--- config.mk ---
export PLATFORM = sky130hd
export DESIGN_NAME = fmc_top
export DESIGN_NICKNAME = d
export VERILOG_FILES = /design/src/shared/fmc_pkg.sv /design/src/verilog/fmc_sync2.sv /design/src/verilog/fmc_ramp.sv /design/src/verilog/fmc_top.sv
export VERILOG_INCLUDE_DIRS = /design/src /design/src/shared
export SDC_FILE = /design/constraint.sdc
export NUM_CORES = 1
export LEC_CHECK = 0
export ABC_AREA = 1
export BUFFER_PORTS_ARGS = -buffer_cell sky130_fd_sc_hd__buf_2
export CAP_MARGIN = 30
export CORE_ASPECT_RATIO = 2
export CORE_MARGIN = 5
export CORE_UTILIZATION = 60
export CTS_CLUSTER_DIAMETER = 80
export DETAILED_ROUTE_END_ITERATION = 7
export PLACE_DENSITY = 0.81
export SETUP_SLACK_MARGIN = 0.2
export SLEW_MARGIN = 10
export SYNTH_ARGS = -nofsm -noshare
export SYNTH_HDL_FRONTEND = slang
export SYNTH_SLANG_ARGS = --single-unit
--- constraint.sdc ---
create_clock -name clk_in -period 7.4 [get_ports clk_in]
set_clock_uncertainty 0.15 [all_clocks]
set_input_delay 1.48 -clock clk_in [delete_from_list [all_inputs] [get_ports clk_in]]
set_output_delay 1.48 -clock clk_in [all_outputs]
set_load 0.01 [all_outputs]
--- src/shared/fmc_consts.svh ---
`ifndef FMC_CONSTS_SVH
`define FMC_CONSTS_SVH

// Register indices; byte address is four times the index
`define FMC_IDX_ENABLE     6'h01
`define FMC_IDX_DROOP      6'h02
`define FMC_IDX_FLASH1     6'h03
`define FMC_IDX_FLASH2     6'h04
`define FMC_IDX_TORCH1     6'h05
`define FMC_IDX_TORCH2     6'h06
`define FMC_IDX_BOOST      6'h07
`define FMC_IDX_TIMING     6'h08
`define FMC_IDX_FAULT_FLAGS_FIRST     6'h0a
`define FMC_IDX_FAULT_FLAGS_SECOND     6'h0b

// Reset values
`define FMC_RST_ENABLE     8'h80
`define FMC_RST_DROOP      8'h00
`define FMC_RST_FLASH      8'h00
`define FMC_RST_TORCH      8'h00
`define FMC_RST_BOOST      8'h00
`define FMC_RST_TIMING     8'h1a

// Enable register fields
`define FMC_EN_TX_BIT      7
`define FMC_EN_STROBE_BIT  5
`define FMC_EN_TORCH_BIT   4
`define FMC_EN_MODE_HI     3
`define FMC_EN_MODE_LO     2
`define FMC_MODE_STANDBY   2'b00
`define FMC_MODE_IR        2'b01
`define FMC_MODE_TORCH     2'b10
`define FMC_MODE_FLASH     2'b11

// Droop, boost and timing fields
`define FMC_DROOP_THR_HI   5
`define FMC_DROOP_THR_LO   3
`define FMC_DROOP_HYST_BIT 2
`define FMC_BOOST_SWRST    7
`define FMC_BOOST_PASS     2
`define FMC_BOOST_FREQ     1
`define FMC_BOOST_ILIM     0
`define FMC_TIM_RAMP_HI    6
`define FMC_TIM_RAMP_LO    4
`define FMC_TIM_TOUT_HI    3
`define FMC_TIM_TOUT_LO    0

// Timing
`define FMC_CLK_PERIOD_NS  10
`define FMC_MS_NS          1000000
`define FMC_MS_CYCLES      (`FMC_MS_NS / `FMC_CLK_PERIOD_NS)
`define FMC_RAMP_BASE_NS   1000
`define FMC_RAMP_BASE_CYC  ((`FMC_RAMP_BASE_NS + `FMC_CLK_PERIOD_NS - 1) / `FMC_CLK_PERIOD_NS)
`define FMC_TOUT_MIN_MS    11'd40
`define FMC_TOUT_STEP_MS   11'd104

// Bus answers
`define FMC_RESP_OKAY      2'b00
`define FMC_RESP_SLVERR    2'b10

`endif

--- src/shared/fmc_pkg.sv ---
`default_nettype none
package fmc_pkg;
	typedef enum logic [3:0] {
		fmc_st_standby = 4'b0001,
		fmc_st_torch   = 4'b0010,
		fmc_st_flash   = 4'b0100,
		fmc_st_ir      = 4'b1000
	} fmc_state_t;

	// Current code plus the range it is scaled in
	typedef struct packed {
		logic [7:0] code;
		logic       flash_scale;
	} fmc_led_t;
endpackage
`default_nettype wire

--- src/verilog/fmc_sync2.sv ---
`default_nettype none
module fmc_sync2 #(
	parameter int W = 1
) (
	input  wire logic         clk_in,
	input  wire logic         rst_in,
	input  wire logic [W-1:0] d_in,
	output logic      [W-1:0] q_out
);
	logic [W-1:0] meta_reg;

	// Two stages; the first is read by the second only
	always_ff @(posedge clk_in or posedge rst_in) begin
		if (rst_in) begin
			meta_reg <= '0;
			q_out    <= '0;
		end else begin
			meta_reg <= d_in;
			q_out    <= meta_reg;
		end
	end
endmodule
`default_nettype wire

--- src/verilog/fmc_ramp.sv ---
`default_nettype none
module fmc_ramp
	import fmc_pkg::*;
(
	input  wire logic     clk_in,
	input  wire logic     rst_in,
	input  wire logic     active_in,
	input  wire logic     jump_in,
	input  wire logic     hold_in,
	input  wire logic     step_in,
	input  wire fmc_led_t target_in,
	output fmc_led_t      led_out
);
	// Current code steps one level per tick; a lower target is taken at once
	always_ff @(posedge clk_in or posedge rst_in) begin
		if (rst_in) begin
			led_out <= '0;
		end else if (!active_in) begin
			led_out <= '0;
		end else if (jump_in) begin
			led_out <= target_in;
		end else if (hold_in) begin
			led_out <= led_out;
		end else if (led_out.code > target_in.code) begin
			led_out <= target_in;
		end else if (step_in && led_out.code < target_in.code) begin
			led_out.code        <= led_out.code + 8'h01;
			led_out.flash_scale <= target_in.flash_scale;
		end
	end
endmodule
`default_nettype wire

--- src/verilog/fmc_top.sv ---
// The AXI4-Lite interface to the registers and the placing of the registers are this design's own decisions.
`default_nettype none
`include "fmc_consts.svh"
module fmc_top
	import fmc_pkg::*;
#(
	parameter int MS_CYCLES        = `FMC_MS_CYCLES,
	parameter int RAMP_BASE_CYCLES = `FMC_RAMP_BASE_CYC
) (
	input  wire logic        clk_in,
	input  wire logic        rst_in,
	input  wire logic        s_axi_awvalid_in,
	output logic             s_axi_awready_out,
	input  wire logic [7:0]  s_axi_awaddr_in,
	input  wire logic        s_axi_wvalid_in,
	output logic             s_axi_wready_out,
	input  wire logic [31:0] s_axi_wdata_in,
	input  wire logic [3:0]  s_axi_wstrb_in,
	output logic             s_axi_bvalid_out,
	input  wire logic        s_axi_bready_in,
	output logic      [1:0]  s_axi_bresp_out,
	input  wire logic        s_axi_arvalid_in,
	output logic             s_axi_arready_out,
	input  wire logic [7:0]  s_axi_araddr_in,
	output logic             s_axi_rvalid_out,
	input  wire logic        s_axi_rready_in,
	output logic      [31:0] s_axi_rdata_out,
	output logic      [1:0]  s_axi_rresp_out,
	input  wire logic        trigger_pin_in,
	input  wire logic        sync_pin_in,
	input  wire logic        por_below_in,
	input  wire logic        droop_below_in,
	output fmc_led_t  [1:0]  led_out,
	output logic             boost_on_out,
	output logic             pass_only_out,
	output logic      [2:0]  droop_threshold_out,
	output logic             droop_hyst_out,
	output logic             freq_high_out,
	output logic             ilim_high_out
);
	logic [7:0] enable_reg, droop_reg, boost_reg, timing_reg;
	logic [7:0] flash_reg [2];
	logic [7:0] torch_reg [2];
	logic       flag_tout_reg, flag_droop_reg, swrst_reg, pass_only_reg, ext_reg;
	logic       aw_hold_reg, w_hold_reg, hold_reg, trig_d_reg, droop_d_reg;
	logic [5:0] aw_idx_reg;
	logic [7:0] w_data_reg;
	logic       w_lane_reg;
	logic [3:0] pins_s;
	logic       trig_s, sync_s, por_s, droop_s, trig_rise, droop_rise;
	logic       soft_clr, do_write, wr_ok, rd_take, rd_clr1, rd_clr2;
	logic [5:0] rd_idx;
	logic [1:0] mode;
	fmc_state_t state_reg, state_next;
	logic       run_tout, tout_hit, tout_event, tx_force, ramp_step;
	logic [31:0] ms_pre_reg;
	logic [10:0] ms_cnt_reg, tout_ms;
	logic [15:0] ramp_cnt_reg, ramp_period;
	logic       scale_d_reg;

	// Register index decode, shared by write and read paths
	function automatic logic reg_mapped(input logic [5:0] idx);
		case (idx)
			`FMC_IDX_ENABLE, `FMC_IDX_DROOP, `FMC_IDX_FLASH1, `FMC_IDX_FLASH2,
			`FMC_IDX_TORCH1, `FMC_IDX_TORCH2, `FMC_IDX_BOOST, `FMC_IDX_TIMING,
			`FMC_IDX_FAULT_FLAGS_FIRST, `FMC_IDX_FAULT_FLAGS_SECOND: reg_mapped = 1'b1;
			default: reg_mapped = 1'b0;
		endcase
	endfunction

	// Pins cross into the clock domain before any edge or level logic
	fmc_sync2 #(
		.W(4)
	) u_sync (
		.clk_in(clk_in),
		.rst_in(rst_in),
		.d_in  ({droop_below_in, por_below_in, sync_pin_in, trigger_pin_in}),
		.q_out (pins_s)
	);

	assign trig_s     = pins_s[0];
	assign sync_s     = pins_s[1];
	assign por_s      = pins_s[2];
	assign droop_s    = pins_s[3];
	assign trig_rise  = trig_s & ~trig_d_reg;
	assign droop_rise = droop_s & ~droop_d_reg;

	// Power-on level and software reset both clear the logic synchronously
	assign soft_clr = por_s | swrst_reg;

	// Edge detectors
	always_ff @(posedge clk_in or posedge rst_in) begin
		if (rst_in) begin
			trig_d_reg  <= 1'b0;
			droop_d_reg <= 1'b0;
		end else begin
			trig_d_reg  <= trig_s;
			droop_d_reg <= droop_s;
		end
	end

	// Write channels are taken independently; response follows both
	assign s_axi_awready_out = ~aw_hold_reg & ~s_axi_bvalid_out;
	assign s_axi_wready_out  = ~w_hold_reg & ~s_axi_bvalid_out;
	assign do_write          = aw_hold_reg & w_hold_reg & ~s_axi_bvalid_out;
	assign wr_ok             = do_write & reg_mapped(aw_idx_reg) & w_lane_reg;

	always_ff @(posedge clk_in or posedge rst_in) begin
		if (rst_in) begin
			aw_hold_reg      <= 1'b0;
			w_hold_reg       <= 1'b0;
			aw_idx_reg       <= 6'h00;
			w_data_reg       <= 8'h00;
			w_lane_reg       <= 1'b0;
			s_axi_bvalid_out <= 1'b0;
			s_axi_bresp_out  <= `FMC_RESP_OKAY;
		end else begin
			if (s_axi_awvalid_in && s_axi_awready_out) begin
				aw_hold_reg <= 1'b1;
				aw_idx_reg  <= s_axi_awaddr_in[7:2];
			end
			if (s_axi_wvalid_in && s_axi_wready_out) begin
				w_hold_reg <= 1'b1;
				w_data_reg <= s_axi_wdata_in[7:0];
				w_lane_reg <= s_axi_wstrb_in[0];
			end
			if (do_write) begin
				aw_hold_reg      <= 1'b0;
				w_hold_reg       <= 1'b0;
				s_axi_bvalid_out <= 1'b1;
				s_axi_bresp_out  <= reg_mapped(aw_idx_reg) ? `FMC_RESP_OKAY : `FMC_RESP_SLVERR;
			end else if (s_axi_bready_in) begin
				s_axi_bvalid_out <= 1'b0;
			end
		end
	end

	// Read path; data registered one cycle after the address is taken
	assign s_axi_arready_out = ~s_axi_rvalid_out;
	assign rd_take           = s_axi_arvalid_in & s_axi_arready_out;
	assign rd_idx            = s_axi_araddr_in[7:2];
	assign rd_clr1           = rd_take & (rd_idx == `FMC_IDX_FAULT_FLAGS_FIRST);
	assign rd_clr2           = rd_take & (rd_idx == `FMC_IDX_FAULT_FLAGS_SECOND);

	always_ff @(posedge clk_in or posedge rst_in) begin
		if (rst_in) begin
			s_axi_rvalid_out <= 1'b0;
			s_axi_rdata_out  <= 32'h0000_0000;
			s_axi_rresp_out  <= `FMC_RESP_OKAY;
		end else if (rd_take) begin
			s_axi_rvalid_out <= 1'b1;
			s_axi_rresp_out  <= reg_mapped(rd_idx) ? `FMC_RESP_OKAY : `FMC_RESP_SLVERR;
			case (rd_idx)
				`FMC_IDX_ENABLE: s_axi_rdata_out <= {24'h000000, enable_reg};
				`FMC_IDX_DROOP:  s_axi_rdata_out <= {24'h000000, droop_reg};
				`FMC_IDX_FLASH1: s_axi_rdata_out <= {24'h000000, flash_reg[0]};
				`FMC_IDX_FLASH2: s_axi_rdata_out <= {24'h000000, flash_reg[1]};
				`FMC_IDX_TORCH1: s_axi_rdata_out <= {24'h000000, torch_reg[0]};
				`FMC_IDX_TORCH2: s_axi_rdata_out <= {24'h000000, torch_reg[1]};
				`FMC_IDX_BOOST:  s_axi_rdata_out <= {24'h000000, boost_reg};
				`FMC_IDX_TIMING: s_axi_rdata_out <= {24'h000000, timing_reg};
				`FMC_IDX_FAULT_FLAGS_FIRST: s_axi_rdata_out <= {31'h0000_0000, flag_tout_reg};
				`FMC_IDX_FAULT_FLAGS_SECOND: s_axi_rdata_out <= {31'h0000_0000, flag_droop_reg};
				default:         s_axi_rdata_out <= 32'h0000_0000;
			endcase
		end else if (s_axi_rready_in) begin
			s_axi_rvalid_out <= 1'b0;
		end
	end

	// Configuration registers; the timeout clear is applied last so it wins
	always_ff @(posedge clk_in or posedge rst_in) begin
		if (rst_in) begin
			enable_reg   <= `FMC_RST_ENABLE;
			droop_reg    <= `FMC_RST_DROOP;
			flash_reg[0] <= `FMC_RST_FLASH;
			flash_reg[1] <= `FMC_RST_FLASH;
			torch_reg[0] <= `FMC_RST_TORCH;
			torch_reg[1] <= `FMC_RST_TORCH;
			boost_reg    <= `FMC_RST_BOOST;
			timing_reg   <= `FMC_RST_TIMING;
		end else if (soft_clr) begin
			enable_reg   <= `FMC_RST_ENABLE;
			droop_reg    <= `FMC_RST_DROOP;
			flash_reg[0] <= `FMC_RST_FLASH;
			flash_reg[1] <= `FMC_RST_FLASH;
			torch_reg[0] <= `FMC_RST_TORCH;
			torch_reg[1] <= `FMC_RST_TORCH;
			boost_reg    <= `FMC_RST_BOOST;
			timing_reg   <= `FMC_RST_TIMING;
		end else begin
			if (wr_ok) begin
				case (aw_idx_reg)
					`FMC_IDX_ENABLE: enable_reg   <= w_data_reg;
					`FMC_IDX_DROOP:  droop_reg    <= w_data_reg;
					`FMC_IDX_FLASH1: flash_reg[0] <= w_data_reg;
					`FMC_IDX_FLASH2: flash_reg[1] <= w_data_reg;
					`FMC_IDX_TORCH1: torch_reg[0] <= w_data_reg;
					`FMC_IDX_TORCH2: torch_reg[1] <= w_data_reg;
					`FMC_IDX_BOOST:  boost_reg    <= w_data_reg;
					`FMC_IDX_TIMING: timing_reg   <= w_data_reg;
					default: ;
				endcase
			end
			if (tout_event) begin
				enable_reg[`FMC_EN_MODE_HI:`FMC_EN_MODE_LO] <= `FMC_MODE_STANDBY;
			end
		end
	end

	// Software reset strobe lasts one cycle, bit itself never stays set
	always_ff @(posedge clk_in or posedge rst_in) begin
		if (rst_in) begin
			swrst_reg <= 1'b0;
		end else begin
			swrst_reg <= wr_ok & (aw_idx_reg == `FMC_IDX_BOOST) & w_data_reg[`FMC_BOOST_SWRST];
		end
	end

	// Sticky flags; a new event wins over the read clear
	always_ff @(posedge clk_in or posedge rst_in) begin
		if (rst_in) begin
			flag_tout_reg  <= 1'b0;
			flag_droop_reg <= 1'b0;
		end else if (soft_clr) begin
			flag_tout_reg  <= 1'b0;
			flag_droop_reg <= 1'b0;
		end else begin
			flag_tout_reg  <= tout_event | (flag_tout_reg & ~rd_clr1);
			flag_droop_reg <= droop_rise | (flag_droop_reg & ~rd_clr2);
		end
	end

	// Mode selection
	assign mode = enable_reg[`FMC_EN_MODE_HI:`FMC_EN_MODE_LO];

	always_comb begin
		state_next = state_reg;
		case (state_reg)
			fmc_st_standby: begin
				if (mode == `FMC_MODE_FLASH) begin
					state_next = fmc_st_flash;
				end else if (mode == `FMC_MODE_TORCH) begin
					state_next = fmc_st_torch;
				end else if (mode == `FMC_MODE_IR && enable_reg[`FMC_EN_STROBE_BIT] && trig_rise) begin
					state_next = fmc_st_ir;
				end else if (mode == `FMC_MODE_STANDBY && trig_rise) begin
					// Strobe enable is checked first so both enables give a flash
					if (enable_reg[`FMC_EN_STROBE_BIT]) begin
						state_next = fmc_st_flash;
					end else if (enable_reg[`FMC_EN_TORCH_BIT]) begin
						state_next = fmc_st_torch;
					end
				end
			end
			fmc_st_torch: begin
				// No timeout and no sync term here
				if (ext_reg ? ~trig_s : (mode != `FMC_MODE_TORCH)) begin
					state_next = fmc_st_standby;
				end
			end
			fmc_st_flash: begin
				if (tout_hit || (ext_reg ? ~trig_s : (mode != `FMC_MODE_FLASH))) begin
					state_next = fmc_st_standby;
				end
			end
			fmc_st_ir: begin
				// Pulse width is the pin level, capped by the timeout
				if (tout_hit || ~trig_s || mode != `FMC_MODE_IR ||
						~enable_reg[`FMC_EN_STROBE_BIT]) begin
					state_next = fmc_st_standby;
				end
			end
			default: state_next = fmc_st_standby;
		endcase
	end

	always_ff @(posedge clk_in or posedge rst_in) begin
		if (rst_in) begin
			state_reg <= fmc_st_standby;
			ext_reg   <= 1'b0;
		end else if (soft_clr) begin
			state_reg <= fmc_st_standby;
			ext_reg   <= 1'b0;
		end else begin
			state_reg <= state_next;
			if (state_reg == fmc_st_standby) begin
				ext_reg <= (mode == `FMC_MODE_STANDBY);
			end
		end
	end

	// Timeout counts whole milliseconds, also while sync forces torch level
	assign run_tout   = (state_reg == fmc_st_flash) | (state_reg == fmc_st_ir);
	assign tout_ms    = `FMC_TOUT_MIN_MS +
		11'(timing_reg[`FMC_TIM_TOUT_HI:`FMC_TIM_TOUT_LO]) * `FMC_TOUT_STEP_MS;
	assign tout_hit   = run_tout & (ms_cnt_reg >= tout_ms);
	assign tout_event = tout_hit & ~soft_clr;

	always_ff @(posedge clk_in or posedge rst_in) begin
		if (rst_in) begin
			ms_pre_reg <= 32'h0000_0000;
			ms_cnt_reg <= 11'h000;
		end else if (!run_tout || soft_clr) begin
			ms_pre_reg <= 32'h0000_0000;
			ms_cnt_reg <= 11'h000;
		end else if (ms_pre_reg == 32'(MS_CYCLES - 1)) begin
			ms_pre_reg <= 32'h0000_0000;
			ms_cnt_reg <= ms_cnt_reg + 11'h001;
		end else begin
			ms_pre_reg <= ms_pre_reg + 32'h0000_0001;
		end
	end

	// Ramp step tick; free running so the first step comes within one period
	assign ramp_period = 16'(RAMP_BASE_CYCLES *
		(int'(timing_reg[`FMC_TIM_RAMP_HI:`FMC_TIM_RAMP_LO]) + 1));
	assign ramp_step   = (ramp_cnt_reg >= ramp_period - 16'h0001);

	always_ff @(posedge clk_in or posedge rst_in) begin
		if (rst_in) begin
			ramp_cnt_reg <= 16'h0000;
		end else if (ramp_step) begin
			ramp_cnt_reg <= 16'h0000;
		end else begin
			ramp_cnt_reg <= ramp_cnt_reg + 16'h0001;
		end
	end

	// Sync input forces torch level only in flash and only when enabled
	assign tx_force = (state_reg == fmc_st_flash) & enable_reg[`FMC_EN_TX_BIT] & sync_s;

	// Droop during a flash freezes the ramp until the flash ends, except while sync forces torch level
	always_ff @(posedge clk_in or posedge rst_in) begin
		if (rst_in) begin
			hold_reg <= 1'b0;
		end else if (state_reg != fmc_st_flash || soft_clr) begin
			hold_reg <= 1'b0;
		end else if (droop_s) begin
			hold_reg <= 1'b1;
		end
	end

	// Pass-only choice is frozen while the converter runs
	always_ff @(posedge clk_in or posedge rst_in) begin
		if (rst_in) begin
			pass_only_reg <= 1'b0;
			scale_d_reg   <= 1'b0;
		end else begin
			// Last force level; only a sync change may jump, flash entry with sync low still ramps
			scale_d_reg <= tx_force;
			if (soft_clr || state_reg == fmc_st_standby) begin
				pass_only_reg <= soft_clr ? 1'b0 : boost_reg[`FMC_BOOST_PASS];
			end
		end
	end

	// One current stepper per channel
	genvar ch;
	generate
		for (ch = 0; ch < 2; ch++) begin : g_ch
			fmc_led_t tgt;
			logic     use_torch;
			assign use_torch     = (state_reg == fmc_st_torch) | tx_force;
			assign tgt.code      = use_torch ? torch_reg[ch] : flash_reg[ch];
			assign tgt.flash_scale = ~use_torch;
			fmc_ramp u_ramp (
				.clk_in   (clk_in),
				.rst_in   (rst_in),
				.active_in(enable_reg[ch] & (state_reg != fmc_st_standby) & ~soft_clr),
				.jump_in  ((state_reg == fmc_st_ir) |
					(scale_d_reg != tx_force)),
				.hold_in  (hold_reg & ~tx_force),
				.step_in  (ramp_step),
				.target_in(tgt),
				.led_out  (led_out[ch])
			);
		end
	endgenerate

	// Converter on outside standby, pass-only also in infrared; other converter and comparator settings straight from registers
	assign boost_on_out        = (state_reg != fmc_st_standby);
	assign pass_only_out       = pass_only_reg | (state_reg == fmc_st_ir);
	assign droop_threshold_out = droop_reg[`FMC_DROOP_THR_HI:`FMC_DROOP_THR_LO];
	assign droop_hyst_out      = droop_reg[`FMC_DROOP_HYST_BIT];
	assign freq_high_out       = boost_reg[`FMC_BOOST_FREQ];
	assign ilim_high_out       = boost_reg[`FMC_BOOST_ILIM];
endmodule
`default_nettype wire

==> summary.md, run 1 <==
| Metric | Value |
|---|---|
| Ys flop type | dfrtp_1 |
| Pleak | 6.25 nW |
| RSZ-0062 raised after global routing | no |
| DRC violation count after routing | 0 |
| Fin util | 65.5% |
| Max transition margin | 42.0% |
| CTS clk-pin slew, worst paths | 0.07 ns |
| Yosys top cell area share | 39.2% |
| Endpoints failing setup | 0 |
| RR Endpoint | g_ch[0].u_ramp.led_out[8]$_DFFE_PP0P_ |
| FP Rows | 73 |
| Clock Latency Late Sink | approximately 0.46 ns |
| Slew Limit Fails | 0 |
| Layout cells sized above 1 | 11.2% |
| Worst hold endpoint | u_sync.q_out[1]$_DFF_PP0_ |
| Worst Hold Depth | 0 |
| DRT Pass-1 Iters | 7 |
| I/O pins | 130 |
| Synth-to-Final Area Change | 8.70% |
| Post-synthesis compound-gate area fraction | a little under a tenth |
| CP startpoint kind | flop |
| Unique masters post-synth | 56 |
| Worst hold-check path type | reg -> reg |
| CP most frequent cell | nand2_1 |
| Pwr Density | around 280 mW/mm^2 |
| Beginning of the worst hold path | u_sync.meta_reg[1]$_DFF_PP0_ |
| Remaining antenna violation count after routing | 0 |
| Placed Area | 0.0123 mm^2 |
| Initial Util | 60.2% |
| Die Height | 209 um |
| H-tree depth | 4 |
| Initial antenna violation count | 0 |
| Routed vias | 10300 |
| Fmax | 202 MHz |
| Synth Area in Simple Gates | 28.6% |
| Clock sink count | 191 |
| Synth Instances | 1518 |
| Die X | 110 um |
| Vias per Instance | 5.56 |
| Crit-path max FO | 18 |
| Port Buffers | 72 |
| Fin nets | 1710 |
| Number of global-route vias before repair | 10500 |
| Reg-to-reg slack, setup | 2.46 ns |
| YS warnings | 0 |
| CTS tree | built |
| Post-route cell area | 0.0129 mm^2 |
| Setup TNS | 0 ns |
| Synth Area in Adders | 7.29% |
| Total core area | a little under 0.02 mm^2 |
| Period Utilization, post-route | 66.8% |
| Sequential share of the synthesized area | 40.3% |
| Stages on worst setup path | 21 |
| Worst path bufs/invs | 3 |
| Yosys reg bits | 191 |
| Reg2Reg Depth | 21 |
| Post_cts resized | 0 |
| Arrival time at the worst endpoint | between 5 and 6 ns |
| Drt total wl | 31.4 mm |
| Pin count of the biggest net entering global routing | 117 |
| Setup crit end kind | flop |
| FFs w/ async S/R, synth | 100% |
| CP Data Required Time | 7.60 ns |
| Number of flip-flops under the largest register name | 32 |
| Crit path kind | reg -> reg |
| CTS Buf Count | 17 |
| Minimum clock period | 4.94 ns |
| Critical path cell sequence | inv_1 -> ha_1 -> inv_1 -> ha_1 -> fa_1 -> xnor2_1 -> nand3_1 -> or3_1 -> ha_1 -> nand2_1 -> inv_1 -> o21bai_1 -> nand2_1 -> nor2_1 -> nand2_1 -> nand2_1 -> nand2_1 -> nand2_2 -> nand2_2 -> nand2_1 -> nand2_1 |
| Root Driver | clkbuf_16 |
| Final GP Congestion | 1.02 |
| Dpl hpwl | between 20 and 25 mm |
| Cell accounting for the most synthesized area | dfrtp_1 |
| Die area | around 0.023 mm^2 |
| Tot GR Track Use | 28.6% |
| Cell Area, Synth | 0.0119 mm^2 |
| Final Hold Fails | 0 |
| Setup Buffers After CTS | 0 |
| Synth Area in XOR/XNOR | 4.13% |
| Starting DRT DRC Count | 546 |
| Family with the most delay on the worst path | simple AND/OR/NAND/NOR gates |
| CTS Hold Bufs | 0 |
| Reg-to-Reg Start | timing_reg[4]$_DFFE_PP1P_ |
| Synth area leaders | dfrtp_1 (39%), nand2_1 (11%), ha_1 (6.9%), inv_1 (5.5%), nor2_1 (5.4%) |
| Post-synthesis mux area share | 1.13% |
| Max IR drop VDD | approximately 0.00024 V |
| Routed WL per cell | 16.9 um |
| Status | completed |
| Grt total ovfl | 0 |
| Clock buffer depth | 2 |
| Hold_ws | 0.204 ns |
| Delay of the slowest critical-path stage | around 0.58 ns |
| Post-synth EDFFs | 0 |
| MaxCap Viol Count | 0 |
| Slowest stage cell, crit path | dfstp_2 |
| Largest family of logic cells by synthesized area | simple AND/OR/NAND/NOR gates |
| Global-route wire length before repair | 51.1 mm |
| Syn_area_per_cell | 7.83 um^2 |
| Worst-Margin Slew | 0.868 ns |
-- Yosys cell counts, drive strengths merged (3+ instances only) --
library cell,instances
buf,49
nand2,363
nor3b,6
o21bai,6
o31ai,5
xor2,40
nand3b,3
inv,184
nor2,184
dfrtp,186
o21a,12
nand3,119
ha,66
o21ai,100
xnor2,16
o22ai,14
clkbuf,9
nand4,30
nor3,40
dfstp,5
nor4,7
a21oi,46
mux2,11
-- worst max path at each step --
| stage | startpoint | endpoint | slack, ns |
|---|---|---|---|
| 2_1_floorplan | rst_in | aw_hold_reg$_DFFE_PP0P_ | 0.58 |
| 3_3_place_gp | timing_reg[4]$_DFFE_PP1P_ | g_ch[0].u_ramp.led_out[2]$_DFFE_PP0P_ | 2.57 |
| 3_5_place_dp | timing_reg[4]$_DFFE_PP1P_ | g_ch[0].u_ramp.led_out[3]$_DFFE_PP0P_ | 2.48 |
| 4_1_cts | timing_reg[4]$_DFFE_PP1P_ | g_ch[0].u_ramp.led_out[3]$_DFFE_PP0P_ | 2.46 |
| 5_1_grt | timing_reg[4]$_DFFE_PP1P_ | g_ch[0].u_ramp.led_out[2]$_DFFE_PP0P_ | 2.04 |
| 6_report | timing_reg[4]$_DFFE_PP1P_ | g_ch[0].u_ramp.led_out[8]$_DFFE_PP0P_ | 2.46 |
-- metal layers --
metal	wire [um]	share of wire [%]	GRT usage [%]
met5	0	0	0
met4	2670	8.5	21.9
met3	1120	3.6	4.20
met2	16900	54	50.9
met1	10700	34	28.9
-- layout make-up --
class | count | area, um^2
fill | 1732 | 6810
multi-input combinational | 1111 | 6100
sequential | 191 | 4790
inverter | 184 | 701
clock buffer | 22 | 454
timing repair buffer | 74 | 395
tap | 262 | 328
clock inverter | 10 | 154
antenna | 1 | 2.50
-- metrics by stage --
step / std cells / power (mW) / setup WS, ns
6_report: 1855 / 3.59 / 2.46
5_1_grt: 1854 / 3.82 / 2.04
2_1_floorplan: 1544 / 2.31 / 0.579
3_3_place_gp: 1821 / 2.56 / 2.57
4_1_cts: 1853 / 3.58 / 2.46
3_5_place_dp: 1821 / 2.61 / 2.48
-- cell families (layout without fill, tap and decap cells) --
family,count (synthesis),after routing
and+or+nand+nor,757,757
buffers and inverters,242,290
AOI/OAI and AO/OA,191,191
DFF,191,191
adders and majority gates,68,68
xor gates and xnor gates,56,56
muxes,12,12
other,1,28
-- worst reg2reg max path, stage by stage, from the launching register on --
cell and delay, ns:
dfstp_2 0.58, inv_1 0.13, ha_1 0.39, inv_1 0.06, ha_1 0.32, fa_1 0.49, xnor2_1 0.25, nand3_1 0.14
or3_1 0.44, ha_1 0.32, nand2_1 0.07, inv_1 0.04, o21bai_1 0.14, nand2_1 0.06, nor2_1 0.11, nand2_1 0.38
nand2_1 0.16, nand2_1 0.07, nand2_2 0.20, nand2_2 0.19, nand2_1 0.11, nand2_1 0.05
-- cells in the final DEF, fill, tap and decap left out, drive strengths merged, types with 6 or more instances in the layout --
| cell type | count |
|---|---|
| a21oi | 46 |
| buf | 74 |
| clkbuf | 22 |
| conb | 27 |
| dfrtp | 186 |
| ha | 66 |
| inv | 187 |
| mux2 | 11 |
| nand2 | 363 |
| nand3 | 119 |
| nand4 | 30 |
| nor2 | 184 |
| nor3 | 40 |
| nor3b | 6 |
| nor4 | 7 |
| o21a | 12 |
| o21ai | 100 |
| o21bai | 6 |
| o22ai | 14 |
| xnor2 | 16 |
| xor2 | 40 |
-- power breakdown --
part	internal (mW)	switching [mW]
clock network	0.548	0.421
logic	0.463	0.852
registers	1.18	0.120
total	2.19	1.39
Power figures use the tool's default switching activity.
==> run 2: changes to the inputs <==
--- a/config.mk
+++ b/config.mk
@@ -6,15 +6,15 @@
 export SDC_FILE = /design/constraint.sdc
 export NUM_CORES = 1
 export LEC_CHECK = 0
-export ABC_AREA = 1
+export ABC_AREA = 0
 export BUFFER_PORTS_ARGS = -buffer_cell sky130_fd_sc_hd__buf_2
 export CAP_MARGIN = 30
 export CORE_ASPECT_RATIO = 2
 export CORE_MARGIN = 5
-export CORE_UTILIZATION = 60
+export CORE_UTILIZATION = 53
 export CTS_CLUSTER_DIAMETER = 80
 export DETAILED_ROUTE_END_ITERATION = 7
-export PLACE_DENSITY = 0.81
+export PLACE_DENSITY = 0.76
 export SETUP_SLACK_MARGIN = 0.2
 export SLEW_MARGIN = 10
 export SYNTH_ARGS = -nofsm -noshare
==> constraint.sdc (replaced) <==
create_clock -name clk_in -period 4.3 [get_ports clk_in]
set_clock_uncertainty 0.15 [all_clocks]
set_input_delay 0.86 -clock clk_in [delete_from_list [all_inputs] [get_ports clk_in]]
set_output_delay 0.86 -clock clk_in [all_outputs]
set_load 0.01 [all_outputs]
==> run 2 against run 1 <==
The flow now finishes with violations (negative setup slack). Global-route usage fell by 4.6 points. Combinational power fell by 58%. Synthesized cell count fell by 27%. Synthesized area fell by 7.7%. Critical path depth fell by 4. Flip-flop and latch count did not move.
==> summary.md, run 2 <==
| Metric | Value |
|---|---|
| Failing checks | negative setup slack |
| Die area | 0.0238 mm^2 (+4.2%) |
| Final Hold Fails | 0 (unchanged) |
| Overall Power | 4.31 mW (+20%) |
| FFs w/ async S/R, synth | 100% (unchanged) |
| Reg2Reg Depth | 17 (-19%) |
| Clock sink count | 191 (unchanged) |
| Clock buffer depth | 2 (unchanged) |
| Post-route cell area | 0.0125 mm^2 (-3.4%) |
| Crit-path max FO | 8 (-10) |
| Sequential cell area | 0.00479 mm^2 (about the same) |
| Global-route wire length before repair | 45.1 mm (-12%) |
| Slew Limit Fails | 0 (unchanged) |
| Routing usage on met2 | 46.2% (-4.7 points) |
| Post-synth EDFFs | 0 (unchanged) |
| Final WS setup | -0.183 ns (-2.64 ns) |
| Synth Area in Simple Gates | 18.3% (-10 points) |
| Routed WL per cell | 19.2 um (+14%) |
| DRC violation count after routing | 0 (unchanged) |
| Pin count of the biggest net entering global routing | 111 (-5.1%) |
| Cell accounting for the most synthesized area | dfrtp_1 |
| Tot GR Track Use | 24.0% (-4.6 points) |
| Initial antenna violation count | 0 (unchanged) |
| Syn_area_per_cell | 9.95 um^2 (+27%) |
| Post-synthesis mux area share | 10.1% (+8.9 points) |
| Pwr Density | 345 mW/mm^2 (+24%) |
| CP startpoint kind | flop |
| Commonest non-fill, non-tap cell in the layout | dfrtp_1 |
| Final GP Congestion | 0.911 (-10%) |
| Most common cell in the netlist | dfrtp_1 |
| CP Data Required Time | 4.48 ns (-3.12 ns) |
| RR Endpoint | g_ch[0].u_ramp.led_out[8]$_DFFE_PP0P_ |
| Max transition margin | 45.5% (+3.5 points) |
| Yosys reg bits | 191 (unchanged) |
| Port Buffers | 72 (unchanged) |
| Synth Area in Adders | 7.90% (+0.61 points) |
| Total core area | 0.0204 mm^2 (+3.2%) |
| Fill count | 1735 (+0.17%) |
| Synth Area in XOR/XNOR | 5.27% (+1.1 points) |
| Cell Area, Synth | 0.0110 mm^2 (-7.7%) |
| Vias per Instance | 5.83 (+5.0%) |
| Die Height | 213 um (+2.1%) |
| Fmax | 223 MHz (+10%) |
| Routed vias | 8514 (-17%) |
| Synth Instances | 1102 (-27%) |
| Worst hold-check path type | reg -> reg |
| GR peak layer | met2 |
| Minimum clock period | 4.48 ns (-0.461 ns) |
| Root Driver | clkbuf_16 |
| MaxCap Viol Count | 0 (unchanged) |
| CTS Buf Count | 17 (unchanged) |
| Largest family of logic cells by synthesized area | simple AND/OR/NAND/NOR gates |
| Arrival time at the worst endpoint | 4.67 ns (-0.47 ns) |
| GR Util met3 | 4.35% (+0.15 points) |
| Dpl hpwl | 21.0 mm (-12%) |
| Yosys top cell area share | 42.4% (+3.3 points) |
| Number of global-route vias before repair | 8924 (-15%) |
| Endpoints failing setup | 18 (+18) |
| Starting DRT DRC Count | 445 (-18%) |
| Reg-to-Reg Start | timing_reg[4]$_DFFE_PP1P_ |
| Number of flip-flops under the largest register name | 32 (unchanged) |
| Drt total wl | 28.1 mm (-11%) |
| RSZ-0062 raised after global routing | yes |
| Number of diodes | 0 (-1) |
| H-tree depth | 4 (unchanged) |
| Die X | 112 um (+2.0%) |
| Fin util | 61.3% (-4.2 points) |
| YS warnings | 0 (unchanged) |
| Worst slack at placement | -0.176 ns (-2.65 ns) |
| Setup crit end kind | flop |
| Reg-to-reg slack, setup | -0.18 ns (-2.64 ns) |
| Sw Pwr | 1.26 mW (-9.2%) |
| Pleak | 5.76 nW (-7.8%) |
| Synth area leaders | dfrtp_1 (42%), mux2i_1 (8.1%), ha_1 (7.5%), nor2_1 (5.3%), xor2_1 (3.3%) |
| Max IR drop VDD | 0.000304 V (+29%) |
| CTS tree | built |
| CTS Hold Bufs | 0 (unchanged) |
| Hold_ws | 0.198 ns (-0.00627 ns) |
| Worst hold endpoint | u_sync.q_out[0]$_DFF_PP0_ |
| Sw frac | 29.3% (-9.5 points) |
| Comb power frac | 13.0% (-24 points) |
| Worst-Margin Slew | 0.816 ns (-0.0516 ns) |
| Beginning of the worst hold path | u_sync.meta_reg[0]$_DFF_PP0_ |
| FP Rows | 74 (+1.4%) |
| Crit path kind | reg -> reg |
| Period Utilization, post-route | 104% (+37 points) |
| Grt total ovfl | 0 (unchanged) |
| Initial Util | 53.8% (-6.4 points) |
| I/O pins | 130 (unchanged) |
| Layout cells sized above 1 | 17.3% (+6.2 points) |
| Multi-input gate area | 0.00596 mm^2 (-2.3%) |
| Remaining antenna violation count after routing | 0 (unchanged) |
| Ys flop type | dfrtp_1 |
| Synth-to-Final Area Change | 13.8% |
| Commonest non-fill, non-tap cells in the layout | dfrtp_1 (185), nor2_1 (153), mux2i_1 (89) |
| Placed Area | 0.0117 mm^2 (-4.6%) |
| Sequential share of the synthesized area | 43.6% (+3.4 points) |
| DRT Pass-1 Iters | 5 (-2) |
| M1 GR Usage | 22.4% (-6.5 points) |
| Post-synth top cells | dfrtp_1 (186), nor2_1 (155), mux2i_1 (89) |
| Status | finished with violations |
| CTS clk-pin slew, worst paths | 0.07 ns (about the same) |
| Fin nets | 1312 (-23%) |
| Post-synthesis compound-gate area fraction | 9.78% (+0.49 points) |
| Unique masters post-synth | 66 (+18%) |
| Power share of the clock group | 36.5% (+9.5 points) |
| Clock Latency Late Sink | 0.45 ns (about the same) |
| Reg power frac | 50.6% (+14 points) |
| P_int | 3.05 mW (+39%) |
| Worst Hold Depth | 0 (unchanged) |
==> run 2: power by group through the flow <==
stage	sequential (mW)	clock [mW]	combinational [mW]
after floorplan	2.03	0	0.531
after global placement	2.20	0	0.534
after detailed placement	2.21	0	0.553
after CTS	2.17	1.60	0.559
after global routing	2.20	1.67	0.628
final	2.18	1.57	0.558
==> run 2: kinds of logic (layout without fill, tap and decap cells) <==
kind of cell,after synthesis,count (layout)
compound gates,162,162
mux,107,107
simple gates,399,399
flops,191,191
buf+inv,108,174
xor+xnor,66,66
other cells,1,27
fa+ha+maj,68,68
==> run 2: routing by layer <==
layer / part of all wire, % / vias to the layer above
li1: - / 4001
met1: 33 / 4222
met2: 56 / 200
met3: 3.5 / 91
met4: 7.2 / 0
met5: 0 / -
==> run 2: worst max path at each step <==
stage	from	to	slack [ns]	depth (start not counted)
final	timing_reg[4]$_DFFE_PP1P_	g_ch[0].u_ramp.led_out[8]$_DFFE_PP0P_	-0.18	17
after global routing	timing_reg[4]$_DFFE_PP1P_	g_ch[0].u_ramp.led_out[5]$_DFFE_PP0P_	-0.30	17
after CTS	timing_reg[4]$_DFFE_PP1P_	g_ch[0].u_ramp.led_out[5]$_DFFE_PP0P_	-0.08	17
after detailed placement	timing_reg[4]$_DFFE_PP1P_	g_ch[0].u_ramp.led_out[3]$_DFFE_PP0P_	-0.18	16
after global placement	timing_reg[4]$_DFFE_PP1P_	g_ch[1].u_ramp.led_out[1]$_DFFE_PP0P_	-0.09	16
after floorplan	timing_reg[4]$_DFFE_PP1P_	g_ch[1].u_ramp.led_out[1]$_DFFE_PP0P_	0.17	17
==> run 2: worst max-delay path: stages, from the launching register on <==
cell and delay [ns]:
dfstp_2 0.58, buf_6 0.12, inv_4 0.04, ha_4 0.28, inv_4 0.04, ha_4 0.27
fa_2 0.47, nor3_4 0.26, xor2_1 0.25, ha_1 0.31, a2111oi_4 0.31, nor2_1 0.12
a211oi_2 0.20, nand2_2 0.18, o32a_1 0.23, buf_6 0.14, nor2b_4 0.15, a22o_1 0.25
==> run 2: final cells by class <==
cell class | count | share of cell area (%)
timing repair buffer | 114 | 5.77
inverter | 28 | 0.912
sequential | 191 | 38.3
clock buffer | 21 | 3.53
tap | 266 | 2.67
clock inverter | 11 | 1.06
multi-input combinational | 829 | 47.7
==> run 2: timing repair <==
| item | CTS | global route |
|---|---|---|
| hold endpoints to repair | 0 | 0 |
| gates resized for setup | 3 | 26 |
| pin swaps | 6 | 13 |
| endpoints found under the setup margin | 18 | 34 |
| buffers inserted | 2 | 5 |
==> run 2: per-stage QoR <==
stage	TNS (ns)	std cells
floorplan	0	1128
global placement	-0.683	1421
detailed placement	-2.20	1421
CTS	-0.634	1455
global route	-4.27	1460
finish	-1.69	1460
==> run 3: changes to the inputs <==
--- a/config.mk
+++ b/config.mk
@@ -11,10 +11,9 @@
 export CAP_MARGIN = 30
 export CORE_ASPECT_RATIO = 2
 export CORE_MARGIN = 5
-export CORE_UTILIZATION = 53
+export CORE_UTILIZATION = 45
 export CTS_CLUSTER_DIAMETER = 80
 export DETAILED_ROUTE_END_ITERATION = 7
-export PLACE_DENSITY = 0.76
 export SETUP_SLACK_MARGIN = 0.2
 export SLEW_MARGIN = 10
 export SYNTH_ARGS = -nofsm -noshare
==> constraint.sdc (replaced) <==
create_clock -name clk_in -period 4.15 [get_ports clk_in]
set_clock_uncertainty 0.15 [all_clocks]
set_input_delay 0.83 -clock clk_in [delete_from_list [all_inputs] [get_ports clk_in]]
set_output_delay 0.83 -clock clk_in [all_outputs]
set_load 0.01 [all_outputs]
==> run 3 against run 2 <==
The run still ends with negative setup slack left. Flip-flop and latch count unchanged. Routed wire length down 7.9%. Clock-buffer cell count unchanged. Largest power group unchanged. Sequential share of layout area down 0.27 points. Clock power up 3%. Highest routed layer is now met5. Final cell count up 2.1%. Critical path depth up 1. Worst setup slack worse by 0.034 ns. Cell area up 0.68%. Hold slack worse by 0.0073 ns. Maximum frequency up 2.7%.
==> summary.md, run 3 (synthesis results as in run 2) <==
| Metric | Value |
|---|---|
| Status | finished with violations |
| Failing checks | negative setup slack |
| Die X | 120 um (+7.8%) |
| Final GP Congestion | 0.820 (-10%) |
| Sw Pwr | 1.27 mW (+0.65%) |
| Number of diodes | 0 (unchanged) |
| Fill count | 2230 (+29%) |
| Drt total wl | 25.8 mm (-7.9%) |
| Final Hold Fails | 0 (unchanged) |
| DRT Pass-1 Iters | 5 (unchanged) |
| Final WS setup | -0.217 ns (-0.0341 ns) |
| Synth-to-Final Area Change | 14.6% |
| Final std cells w/o fill | 1491 (+2.1%) |
| RR Endpoint | g_ch[1].u_ramp.led_out[4]$_DFFE_PP0P_ |
| Sw frac | 28.6% (-0.77 points) |
| Minimum clock period | 4.37 ns (-0.116 ns) |
| Grt total ovfl | 0 (unchanged) |
| FP Rows | 81 (+9.5%) |
| Die area | 0.0278 mm^2 (+17%) |
| Worst Hold Depth | 0 (unchanged) |
| Routed WL per cell | 17.3 um (-9.9%) |
| Slew Limit Fails | 0 (unchanged) |
| Comb power frac | 12.9% (about the same) |
| Global-route wire length before repair | 42.4 mm (-6.1%) |
| Dpl hpwl | 18.5 mm (-12%) |
| Commonest non-fill, non-tap cell in the layout | dfrtp_1 |
| Initial Util | 45.3% (-8.6 points) |
| Routed vias | 8322 (-2.3%) |
| H-tree depth | 4 (unchanged) |
| Worst hold endpoint | u_sync.q_out[1]$_DFF_PP0_ |
| Reg2Reg Depth | 18 (+1) |
| Clock Latency Late Sink | 0.44 ns (about the same) |
| Post-route cell area | 0.0126 mm^2 (+0.68%) |
| P_int | 3.18 mW (+4.5%) |
| I/O pins | 130 (unchanged) |
| Placed Area | 0.0118 mm^2 (+0.49%) |
| Die Height | 231 um (+8.1%) |
| Fmax | 229 MHz (+2.7%) |
| DRC violation count after routing | 0 (unchanged) |
| Crit path kind | reg -> reg |
| Beginning of the worst hold path | u_sync.meta_reg[1]$_DFF_PP0_ |
| Layout cells sized above 1 | 18.0% (+0.65 points) |
| Setup TNS | -2.53 ns (-0.846 ns) |
| Clock buffer depth | 2 (unchanged) |
| Number of global-route vias before repair | 8271 (-7.3%) |
| CTS Hold Bufs | 0 (unchanged) |
| CTS Buf Count | 17 (unchanged) |
| Commonest non-fill, non-tap cells in the layout | dfrtp_1 (186), nor2_1 (153), mux2i_1 (89) |
| CTS clk-pin slew, worst paths | 0.07 ns (about the same) |
| Endpoints failing setup | 18 (unchanged) |
| Remaining antenna violation count after routing | 0 (unchanged) |
| Period Utilization, post-route | 105% (+0.98 points) |
| Total core area | 0.0242 mm^2 (+19%) |
| Clock sink count | 191 (unchanged) |
| Sequential cell area | 0.00479 mm^2 (about the same) |
| # placed instances | 1447 (+1.8%) |
| Pin count of the biggest net entering global routing | 63 (-43%) |
| Power share of the clock group | 36.4% (about the same) |
| Max IR drop VDD | 0.000337 V (+11%) |
| Starting DRT DRC Count | 539 (+21%) |
| Crit-path max FO | 4 (-4) |
| Pleak | 5.82 nW (+0.96%) |
| Port Buffers | 72 (unchanged) |
| Fin nets | 1319 (+0.53%) |
| Reg power frac | 50.7% (about the same) |
| Arrival time at the worst endpoint | 4.57 ns (-0.10 ns) |
| Max transition margin | 46.4% (+0.95 points) |
| CTS tree | built |
| Initial antenna violation count | 2 (+2) |
| RSZ-0062 raised after global routing | yes |
| Setup crit end kind | flop |
| Multi-input gate area | 0.00593 mm^2 (-0.46%) |
| Number of flip-flops under the largest register name | 32 (unchanged) |
| Reg-to-reg slack, setup | -0.22 ns (-0.03 ns) |
| CP Data Required Time | 4.36 ns (-0.12 ns) |
| CP startpoint kind | flop |
| Worst slack at placement | -0.197 ns (-0.0209 ns) |
| Pwr Density | 355 mW/mm^2 (+2.7%) |
| Vias per Instance | 5.58 (-4.3%) |
| MaxCap Viol Count | 0 (unchanged) |
| Tot GR Track Use | 19.0% (-5.0 points) |
| Worst hold-check path type | reg -> reg |
| Worst-Margin Slew | 0.781 ns (-0.0350 ns) |
| Reg-to-Reg Start | timing_reg[4]$_DFFE_PP1P_ |
| Root Driver | clkbuf_16 |
run 3: routing by layer:
metal	global-route usage [%]	up-vias	wire length [um]	part of all wire (%)
met2	30.9	147	12700	49
met4	5.53	4	389	1.5
li1	-	4017	-	-
met3	3.87	26	1020	3.9
met5	0	-	27	0.10
met1	25.6	4128	11700	45
run 3: worst max-delay path by stage:
| stage | start | end |
|---|---|---|
| after global placement | timing_reg[4]$_DFFE_PP1P_ | g_ch[1].u_ramp.led_out[1]$_DFFE_PP0P_ |
| after detailed placement | timing_reg[4]$_DFFE_PP1P_ | g_ch[1].u_ramp.led_out[1]$_DFFE_PP0P_ |
| after global routing | timing_reg[4]$_DFFE_PP1P_ | g_ch[1].u_ramp.led_out[4]$_DFFE_PP0P_ |
| after CTS | timing_reg[4]$_DFFE_PP1P_ | g_ch[1].u_ramp.led_out[1]$_DFFE_PP0P_ |
| final | timing_reg[4]$_DFFE_PP1P_ | g_ch[1].u_ramp.led_out[4]$_DFFE_PP0P_ |
| after floorplan | timing_reg[4]$_DFFE_PP1P_ | g_ch[1].u_ramp.led_out[1]$_DFFE_PP0P_ |
run 3: timing repair:
item | in CTS | in global routing
pin swaps | 3 | 14
buffers inserted | 0 | 10
setup endpoints to repair | 22 | 39
gates resized for setup | 4 | 13
gates cloned | 0 | 2
run 3: layout make-up:
cell class,instances,share of cell area [%]
clock inverters,11,0.916
repair buffers,121,6.40
well taps,290,2.89
clock buffers,21,3.66
inverters,28,0.886
multi-input cells,829,47.2
flip-flops and latches,191,38.1
run 3: stage by stage:
stage	hold slack, ns	power [mW]	util (%)
after floorplan	0.181	2.66	-
after global placement	0.187	2.82	48.6
after detailed placement	0.187	2.85	48.6
after CTS	0.196	4.49	51.0
after global routing	0.211	4.69	51.9
final	0.191	4.46	51.9
run 3: critical path, cell delays in order (launching register included):
cell and delay [ns]:
dfstp_2 0.53, ha_2 0.20, xor2_2 0.18, buf_4 0.15
ha_4 0.20, fa_2 0.40, xor2_2 0.18, nor3_4 0.16
xor2_1 0.22, ha_1 0.30, a2111oi_4 0.30, nor2_1 0.10
a211oi_2 0.20, nand2_2 0.19, a211oi_4 0.26, buf_4 0.19
clkbuf_16 0.13, o21ai_0 0.09, a21oi_1 0.16
run 3: power groups by stage:
stage | Clock [mW] | Combinational [mW] | Sequential (mW)
final | 1.62 | 0.575 | 2.26
after global routing | 1.76 | 0.643 | 2.28
after CTS | 1.67 | 0.565 | 2.25
after detailed placement | 0 | 0.563 | 2.29
after global placement | 0 | 0.545 | 2.28
after floorplan | 0 | 0.550 | 2.11
